File: config.mk
export PLATFORM = sky130hd
export DESIGN_NAME = picc_top
export DESIGN_NICKNAME = d
export VERILOG_FILES = /design/src/picc_pkg.sv /design/src/picc_fifo.sv /design/src/picc_top.sv
export SDC_FILE = /design/constraint.sdc
export NUM_CORES = 1
export LEC_CHECK = 0
export BUFFER_PORTS_ARGS = -buffer_cell sky130_fd_sc_hd__buf_2
export CAP_MARGIN = 10
export CORE_ASPECT_RATIO = 0.5
export CORE_MARGIN = 2
export CORE_UTILIZATION = 60
export CTS_CLUSTER_DIAMETER = 150
export DETAILED_ROUTE_END_ITERATION = 8
export GPL_TIMING_DRIVEN = 0
export PLACE_DENSITY = 0.8
export SLEW_MARGIN = 20
export SYNTH_ARGS = -nofsm -noshare
export SYNTH_HDL_FRONTEND = slang
export SYNTH_SLANG_ARGS = --single-unit
File: constraint.sdc
create_clock -name CLOCK -period 4.55 [get_ports CLOCK]
set_clock_uncertainty 0.1 [all_clocks]
set_input_delay 1.365 -clock CLOCK [delete_from_list [all_inputs] [get_ports CLOCK]]
set_output_delay 1.365 -clock CLOCK [all_outputs]
set_load 0.02 [all_outputs]
File: src/picc_pkg.sv
// Constants and types shared by the pixel input capture control block.
// Assumes a single 100 MHz clock; all pins are synchronous to it.
package picc_pkg;

	// =========================================================================
	// Pixel bus and buffering
	localparam int PIX_WIDTH  = 24;                    // Full pixel word
	localparam int HALF_WIDTH = 12;                    // Half word on narrow bus
	localparam int FIFO_DEPTH = 8;                     // Words in the capture buffer

	// =========================================================================
	// Two-wire programming port
	localparam logic [6:0] I2C_DEV_ADDR = 7'h38;       // Slave address
	localparam int         I2C_MAX_KHZ  = 100;         // Host clock ceiling
	localparam logic [7:0] REG_STATUS   = 8'h00;       // Status, write one to clear
	localparam logic [7:0] REG_CONTROL  = 8'h01;       // Control byte
	localparam int         ST_DETECT    = 0;           // Status: display attached
	localparam int         ST_CHANGE    = 1;           // Status: detection changed
	localparam int         ST_OVERFLOW  = 2;           // Status: pixel word dropped
	localparam int         ST_PWR_DOWN  = 3;           // Status: serial outputs off
	localparam int         CT_SOFT_PD   = 0;           // Control: soft power-down
	localparam logic [7:0] CONTROL_RST  = 8'h00;       // Control reset value

	// =========================================================================
	// Programming port states, Gray along the usual path
	typedef enum logic [2:0] {
		I2C_IDLE     = 3'h0,
		I2C_ADDR     = 3'h1,
		I2C_ADDR_ACK = 3'h3,
		I2C_RX       = 3'h2,
		I2C_RX_ACK   = 3'h6,
		I2C_TX       = 3'h7,
		I2C_TX_ACK   = 3'h5
	} picc_i2c_st_t;

endpackage : picc_pkg

File: src/picc_fifo.sv
// Parameterised flip-flop FIFO with valid/ready on both sides.
// Assumes one clock and a synchronous active-high reset.
`timescale 1ns/1ps
`default_nettype none
module picc_fifo #(
	parameter int WIDTH = 24,
	parameter int DEPTH = 8
) (
	// Clock and reset
	input  wire logic             clk,
	input  wire logic             rst,
	// Filling side
	input  wire logic             in_valid,
	output logic                  in_ready,
	input  wire logic [WIDTH-1:0] in_data,
	// Draining side
	output logic                  out_valid,
	input  wire logic             out_ready,
	output logic [WIDTH-1:0]      out_data
);
	localparam int AW = $clog2(DEPTH);

	typedef struct packed {
		logic [DEPTH-1:0][WIDTH-1:0] mem;
		logic [AW-1:0]               wr;
		logic [AW-1:0]               rd;
		logic [AW:0]                 count;
	} picc_fifo_st_t;

	picc_fifo_st_t s_q;
	picc_fifo_st_t s_d;
	logic          push;
	logic          pop;

	// =========================================================================
	// Flags and storage
	assign in_ready  = (s_q.count != DEPTH[AW:0]);
	assign out_valid = (s_q.count != '0);
	assign out_data  = s_q.mem[s_q.rd];
	assign push      = in_valid & in_ready;
	assign pop       = out_valid & out_ready;

	// Next state of pointers and entries
	always_comb begin
		s_d = s_q;
		if (push) begin
			s_d.mem[s_q.wr] = in_data;
			s_d.wr          = (s_q.wr == AW'(DEPTH - 1)) ? '0 : s_q.wr + 1'b1;
		end
		if (pop) begin
			s_d.rd = (s_q.rd == AW'(DEPTH - 1)) ? '0 : s_q.rd + 1'b1;
		end
		s_d.count = s_q.count + {{AW{1'b0}}, push} - {{AW{1'b0}}, pop};
	end

	// State register
	always_ff @(posedge clk) begin
		if (rst) begin
			s_q <= '0;
		end else begin
			s_q <= s_d;
		end
	end

endmodule : picc_fifo
`default_nettype wire

File: src/picc_top.sv
// Input-side control of a display transmitter: pixel capture, display
// detection, power-down and the two-wire programming slave.
// Assumes all pins are synchronous to CLOCK (100 MHz) and sampled each cycle.
//
// Overview of operation
// - Two-wire programming slave; host keeps its clock at or below 100 kHz.
// - Display detected from hot-plug pin or internal receiver sense, as selected.
// - Monitor sense shows detection state or a change-of-state flag, as configured.
// - Pixel bus accepted as 12-bit halves or 24-bit words per bus width select.
// - Data latched on one edge or both edges per dual latch select.
// - Single-edge mode latches on rising or falling edge per polarity select.
// - Power-down low enters power-down and disables serial outputs.
// - Reset-select low returns configuration and engine state to reset.
// - Single edge: polarity 0 latches falling edge, 1 latches rising edge.
// - Dual edge on 12-bit bus captures falling then rising edge.
`timescale 1ns/1ps
`default_nettype none
module picc_top (
	// Clock and reset
	input  wire logic                          CLOCK,
	input  wire logic                          RST,
	input  wire logic                          RESET_SELECT_N,
	// Configuration pins
	input  wire logic                          BUS_WIDTH_SELECT,
	input  wire logic                          DUAL_LATCH_SELECT,
	input  wire logic                          EDGE_SELECT,
	input  wire logic                          DETECT_SOURCE,
	input  wire logic                          SENSE_MODE,
	input  wire logic                          POWER_DOWN_N,
	// Pixel bus from the controller
	input  wire logic                          PIXEL_INPUT_CLOCK,
	input  wire logic                          PIXEL_INPUT_CLOCK_N,
	input  wire logic [picc_pkg::PIX_WIDTH-1:0] PIXEL_DATA,
	// Captured pixel stream
	output logic                               PIXEL_OUT_VALID,
	input  wire logic                          PIXEL_OUT_READY,
	output logic [picc_pkg::PIX_WIDTH-1:0]     PIXEL_OUT_DATA,
	output logic                               CAPTURE_STALL,
	// Detection
	input  wire logic                          HOT_PLUG_INPUT,
	input  wire logic                          RX_SENSE,
	output logic                               MONITOR_SENSE_OUTPUT,
	// Serial output control
	output logic                               SERIAL_OUT_EN,
	// Two-wire programming port
	input  wire logic                          SCL_IN,
	input  wire logic                          SDA_IN,
	output logic                               SDA_OUT,
	output logic                               SDA_OE
);
	import picc_pkg::*;

	typedef struct packed {
		logic                  pclk;        // Previous clock samples
		logic                  nclk;
		logic [HALF_WIDTH-1:0] half;        // First half of a narrow word
		logic                  half_v;
		logic                  overflow;
		logic                  detect;
		logic                  change;
		logic                  mon;
		logic                  ser_en;
		logic                  stall;
		logic [7:0]            control;
		picc_i2c_st_t          st;
		logic                  scl;
		logic                  sda;
		logic [3:0]            bits;
		logic [7:0]            shift;
		logic                  rw;
		logic                  first;       // Next written byte is the pointer
		logic [7:0]            ptr;
		logic                  drv;         // Ack phase in progress
		logic                  nack;
		logic                  oe;
	} picc_st_t;

	picc_st_t              s_q;
	picc_st_t              s_d;
	logic                  rst_any;
	logic                  p_rise;
	logic                  p_fall;
	logic                  n_rise;
	logic                  n_fall;
	logic                  p_sel;
	logic                  n_sel;
	logic                  word_v;
	logic [PIX_WIDTH-1:0]  word;
	logic                  fifo_ready;
	logic                  pd_active;
	logic                  det_now;
	logic                  scl_rise;
	logic                  scl_fall;
	logic                  i2c_start;
	logic                  i2c_stop;
	logic [7:0]            rd_byte;
	logic [7:0]            rx_byte;

	// =========================================================================
	// Reset and power-down
	assign rst_any   = RST | ~RESET_SELECT_N;
	assign pd_active = ~POWER_DOWN_N | s_q.control[CT_SOFT_PD];

	// =========================================================================
	// Pixel clock edges, clocks sampled as ordinary inputs
	assign p_rise = PIXEL_INPUT_CLOCK & ~s_q.pclk;
	assign p_fall = ~PIXEL_INPUT_CLOCK & s_q.pclk;
	assign n_rise = PIXEL_INPUT_CLOCK_N & ~s_q.nclk;
	assign n_fall = ~PIXEL_INPUT_CLOCK_N & s_q.nclk;
	assign p_sel  = EDGE_SELECT ? p_rise : p_fall;
	assign n_sel  = EDGE_SELECT ? n_rise : n_fall;

	// Word assembly per bus width and latch mode
	always_comb begin
		word_v = 1'b0;
		word   = PIXEL_DATA;
		if (BUS_WIDTH_SELECT) begin
			// Full word each chosen edge, or on both edges
			word_v = DUAL_LATCH_SELECT ? (p_rise | p_fall) : p_sel;
		end else if (DUAL_LATCH_SELECT) begin
			// One clock, falling half then rising half
			word_v = p_rise & s_q.half_v;
			word   = {PIXEL_DATA[HALF_WIDTH-1:0], s_q.half};
		end else begin
			// Two clocks, first half on one, second on the other
			word_v = n_sel & s_q.half_v;
			word   = {PIXEL_DATA[HALF_WIDTH-1:0], s_q.half};
		end
	end

	assign det_now = DETECT_SOURCE ? RX_SENSE : HOT_PLUG_INPUT;

	// =========================================================================
	// Two-wire bus conditions
	assign scl_rise  = SCL_IN & ~s_q.scl;
	assign scl_fall  = ~SCL_IN & s_q.scl;
	assign i2c_start = SCL_IN & s_q.scl & s_q.sda & ~SDA_IN;
	assign i2c_stop  = SCL_IN & s_q.scl & ~s_q.sda & SDA_IN;
	assign rx_byte   = {s_q.shift[6:0], SDA_IN};

	// Read data for the current pointer
	always_comb begin
		rd_byte = 8'h00;
		if (s_q.ptr == REG_STATUS) begin
			rd_byte[ST_DETECT]   = s_q.detect;
			rd_byte[ST_CHANGE]   = s_q.change;
			rd_byte[ST_OVERFLOW] = s_q.overflow;
			rd_byte[ST_PWR_DOWN] = ~s_q.ser_en;
		end else if (s_q.ptr == REG_CONTROL) begin
			rd_byte = s_q.control;
		end
	end

	// =========================================================================
	// Next state
	always_comb begin
		s_d      = s_q;
		s_d.pclk = PIXEL_INPUT_CLOCK;
		s_d.nclk = PIXEL_INPUT_CLOCK_N;
		s_d.scl  = SCL_IN;
		s_d.sda  = SDA_IN;

		// First half capture on the narrow bus
		if (!BUS_WIDTH_SELECT) begin
			if (DUAL_LATCH_SELECT ? p_fall : p_sel) begin
				s_d.half   = PIXEL_DATA[HALF_WIDTH-1:0];
				s_d.half_v = 1'b1;
			end else if (word_v) begin
				s_d.half_v = 1'b0;
			end
		end else begin
			s_d.half_v = 1'b0;
		end

		// Detection level, serial enable and stall
		s_d.detect = det_now;
		s_d.ser_en = ~pd_active;
		s_d.stall  = ~fifo_ready;

		// Software clears of sticky flags; hardware sets win
		if (s_q.st == I2C_RX && scl_rise && s_q.bits == 4'd7 && !s_q.first) begin
			if (s_q.ptr == REG_STATUS) begin
				if (rx_byte[ST_CHANGE]) s_d.change = 1'b0;
				if (rx_byte[ST_OVERFLOW]) s_d.overflow = 1'b0;
			end else if (s_q.ptr == REG_CONTROL) begin
				s_d.control = rx_byte;
			end
		end
		if (det_now != s_q.detect) s_d.change = 1'b1;
		if (word_v && !pd_active && !fifo_ready) s_d.overflow = 1'b1;
		s_d.mon  = SENSE_MODE ? s_d.change : det_now;

		// Programming slave
		unique case (s_q.st)
			I2C_IDLE: begin
				s_d.oe = 1'b0;
			end
			I2C_ADDR: begin
				if (scl_rise) begin
					s_d.shift = rx_byte;
					s_d.bits  = s_q.bits + 4'd1;
					if (s_q.bits == 4'd7) begin
						s_d.rw   = SDA_IN;
						s_d.bits = 4'd0;
						s_d.st   = (s_q.shift[6:0] == I2C_DEV_ADDR) ? I2C_ADDR_ACK : I2C_IDLE;
					end
				end
			end
			I2C_ADDR_ACK, I2C_RX_ACK: begin
				if (scl_fall) begin
					s_d.drv = ~s_q.drv;
					s_d.oe  = ~s_q.drv;                         // Ack low
					if (s_q.drv) begin
						s_d.bits = 4'd0;
						if (s_q.st == I2C_ADDR_ACK && s_q.rw) begin
							s_d.st    = I2C_TX;
							s_d.shift = rd_byte;
							s_d.oe    = ~rd_byte[7];
						end else begin
							s_d.st = I2C_RX;
						end
					end
				end
			end
			I2C_RX: begin
				if (scl_rise) begin
					s_d.shift = rx_byte;
					s_d.bits  = s_q.bits + 4'd1;
					if (s_q.bits == 4'd7) begin
						s_d.st    = I2C_RX_ACK;
						s_d.first = 1'b0;
						s_d.ptr   = s_q.first ? rx_byte : s_q.ptr + 8'd1;
					end
				end
			end
			I2C_TX: begin
				if (scl_rise) begin
					s_d.bits = s_q.bits + 4'd1;
				end else if (scl_fall) begin
					if (s_q.bits == 4'd8) begin
						s_d.oe = 1'b0;
						s_d.st = I2C_TX_ACK;
					end else begin
						s_d.shift = {s_q.shift[6:0], 1'b0};
						s_d.oe    = ~s_q.shift[6];
					end
				end
			end
			I2C_TX_ACK: begin
				if (scl_rise) begin
					s_d.nack = SDA_IN;
				end else if (scl_fall) begin
					if (s_q.nack) begin
						s_d.st = I2C_IDLE;
					end else begin
						s_d.ptr   = s_q.ptr + 8'd1;
						s_d.st    = I2C_TX;
						s_d.bits  = 4'd0;
						s_d.shift = (s_q.ptr + 8'd1 == REG_CONTROL) ? s_q.control : 8'h00;
						s_d.oe    = (s_q.ptr + 8'd1 == REG_CONTROL) ? ~s_q.control[7] : 1'b1;
					end
				end
			end
			default: begin
				s_d.st = I2C_IDLE;
			end
		endcase

		// Start and stop override any state
		if (i2c_start) begin
			s_d.st    = I2C_ADDR;
			s_d.bits  = 4'd0;
			s_d.first = 1'b1;
			s_d.drv   = 1'b0;
			s_d.oe    = 1'b0;
		end else if (i2c_stop) begin
			s_d.st  = I2C_IDLE;
			s_d.drv = 1'b0;
			s_d.oe  = 1'b0;
		end
	end

	// State register, reset from either source
	always_ff @(posedge CLOCK) begin
		if (rst_any) begin
			s_q         <= '0;
			s_q.control <= CONTROL_RST;
			s_q.st      <= I2C_IDLE;
			s_q.pclk    <= PIXEL_INPUT_CLOCK;                   // No false edge on release
			s_q.nclk    <= PIXEL_INPUT_CLOCK_N;
			s_q.scl     <= 1'b1;
			s_q.sda     <= 1'b1;
		end else begin
			s_q <= s_d;
		end
	end

	// =========================================================================
	// Capture buffer
	picc_fifo #(
		.WIDTH(PIX_WIDTH),
		.DEPTH(FIFO_DEPTH)
	) u_fifo (
		.clk      (CLOCK),
		.rst      (rst_any),
		.in_valid (word_v & ~pd_active),
		.in_ready (fifo_ready),
		.in_data  (word),
		.out_valid(PIXEL_OUT_VALID),
		.out_ready(PIXEL_OUT_READY),
		.out_data (PIXEL_OUT_DATA)
	);

	// Registered outputs
	assign CAPTURE_STALL        = s_q.stall;
	assign MONITOR_SENSE_OUTPUT = s_q.mon;
	assign SERIAL_OUT_EN        = s_q.ser_en;
	assign SDA_OUT              = 1'b0;                         // Open drain, low only
	assign SDA_OE               = s_q.oe;

endmodule : picc_top
`default_nettype wire

==> results.json <==
{
  "status": "completed",
  "syn_avg_cell_area_um2": 9.432,
  "die_y_um": 103.2,
  "ir_drop_uv": 275.8,
  "grtUsageTotal_pct": 32.30,
  "first_pass_iters": 5,
  "grt_remaining_overflow": 0,
  "fin_setup_tns_ps": 0,
  "hold_violations": 0,
  "gp_congestion": 0.9053,
  "post-cts-setup-buffers": 0,
  "io_buffers": 66,
  "cts_root_buf": "clkbuf_16",
  "diodes": 0,
  "design.core.area_um2": 19370,
  "finalMaxSlewViolations": 0,
  "chipWidth_um": 202.4,
  "ios": 70,
  "async_reset_ff_share_pct": 0,
  "p_per_area_nw_per_um2": 356.3,
  "grt_max_degree": 16,
  "startpoint_type": "flip-flop",
  "cap_violations": 0,
  "vias": 10400,
  "grt_pass1_wl_um": 52650,
  "syn_to_final_growth_pct": 11.54,
  "ys_top_cells_by_area": "dfxtp_1 (44%), o21ai_0 (9.6%), mux4_2 (9.2%)",
  "cts_hold_buf": 0,
  "ys_types": 70,
  "cts_buffers": 23,
  "n_fill_cell": 1503,
  "finalSetupViolations": 0,
  "synth-seq-cells": 260,
  "grt_pass1_vias": 9934,
  "wire_per_inst_um": 21.04,
  "start_util_pct": 60.97,
  "place_area_um2": 12470,
  "worst_ep_arrival_time_ps": 2950,
  "regArea_um2": 5205,
  "cp-end-kind": "output port",
  "ys.flop_type": "dfxtp_1",
  "multi_input_area_um2": 5984,
  "die_area_um2": 20890,
  "wl_um": 34120,
  "syn_area_um2": 11810,
  "drive_gt1_share_pct": 19.76,
  "period_needed_ps": 4417,
  "cts_resized": 0,
  "htree_levels": 1,
  "viasPerCell": 6.412,
  "p_leak_uw": 0.004724,
  "whs_ps": 364.0,
  "fin_util_pct": 68.00,
  "synth_most_common_cell": "dfxtp_1",
  "nets": 1401,
  "clk_latency_ps": 530,
  "synthCells": 1252,
  "hpwl_um": 24400,
  "synth.top_cells.by_count": "dfxtp_1 (260), o21ai_0 (227), nand3_1 (207)",
  "clk_path_buf_depth": 3,
  "detail-route-antenna-nets": 0,
  "drtIter0Drc": 1110,
  "drc": 0,
  "fin_crit_sh_pct": 97.07,
  "setup.worst_path.class": "flip-flop to output port",
  "row_count": 36,
  "design_area_um2": 13170,
  "clk_pin_slew_worst_paths_ps": 70,
  "synth.top_cell.area_share_pct": 44.08,
  "hold_class": "flip-flop to flip-flop",
  "synth_edf_count": 0,
  "netlist.top_cell.by_area": "dfxtp_1",
  "relSlewSlack_pct": 50.53,
  "synth_nets": 1310,
  "worstMarginPinSlew_ps": 742.0,
  "final_cells": 1622,
  "dp_cells": 1584,
  "yosysSeqAreaShare_pct": 44.08,
  "rsz0062_at_grt": "false",
  "cts_tree": "built",
  "antenna_found_initial": 0,
  "path_max_fanout": 10,
  "ys_warn_count": 0,
  "clock_sinks": 260,
  "fmax_mhz": 226.4,
  "required_ps": 3080
}
where the power goes:
group,internal [uW],switching (uW)
sequential,2300,15.0
clock,1000,875
combinational,184,316
stage by stage:
step	setup slack [ps]	total power, uW
after global placement	745.0	2840
after global routing	41.72	4824
after floorplan	1330	2709
after CTS	168.1	4686
after detailed placement	750.1	2858
final	133.4	4693
sequential cells by signal, summed over array words and instances (netlist names):
signal,count
SDA_OE,1
CAPTURE_STALL,1
s_q,47
MONITOR_SENSE_OUTPUT,1
SERIAL_OUT_EN,1
u_fifo.s_q,202
rx_byte,7
per-layer routing:
metal	global-route usage (%)	vias up	part of all wire, %	wire, um
met5	0	-	0	0
li1	-	4714	-	-
met3	5.514	96	10	3415
met4	11.85	0	2.8	968
met1	42.37	5040	40	13740
met2	55.03	550	47	15990
layout by cell type, fill, tap and decap left out, types with 9 or more instances in the layout:
| cell | instances |
|---|---|
| a21oi_1 | 30 |
| nor2_1 | 61 |
| clkbuf_1 | 49 |
| buf_1 | 9 |
| nor2b_1 | 9 |
| mux4_2 | 48 |
| buf_2 | 100 |
| nand2_1 | 72 |
| nand3_1 | 207 |
| mux2_2 | 49 |
| dfxtp_1 | 260 |
| buf_6 | 9 |
| clkbuf_16 | 23 |
| mux2i_1 | 25 |
| ha_1 | 17 |
| o21ai_0 | 227 |
| inv_1 | 21 |
critical path, stage by stage, from the launching register on:
cell	delay [ps]
dfxtp_1	630
buf_1	490
buf_2	410
mux4_2	420
mux2_2	300
buf_2	160
layout make-up:
cell class	instances	share of cell area [%]
buffer	106	4.104
clock buffer	32	4.930
clock inverter	6	0.3800
inverter	21	0.5985
multi-input combinational	865	45.44
sequential	260	39.52
tap	266	2.527
timing repair buffer	66	2.508
kinds of logic (layout without fill, tap and decap cells):
logic type | Yosys count | after routing | synth area share (%)
AND/OR/NAND/NOR | 413 | 413 | 17.82
AO/OA/AOI/OAI | 304 | 304 | 14.39
flip-flops | 260 | 260 | 44.08
buffers and inverters | 127 | 231 | 5.245
multiplexers | 122 | 122 | 15.95
adder cells (fa/ha/maj) | 18 | 18 | 1.971
XOR/XNOR | 7 | 7 | 0.5192
other | 1 | 1 | 0.03176
final timing paths:
path	startpoint	end	slack (ps)	cells after the start
worst max-delay path	u_fifo.s_q[5]	PIXEL_OUT_DATA[6]	130	5
worst min-delay path	s_q[44]	s_q[44]	360	2
worst max register to register	s_q[58]	u_fifo.s_q[129]	2010	8
worst min register to register	s_q[44]	s_q[44]	360	2
Power figures use the tool's default switching activity.
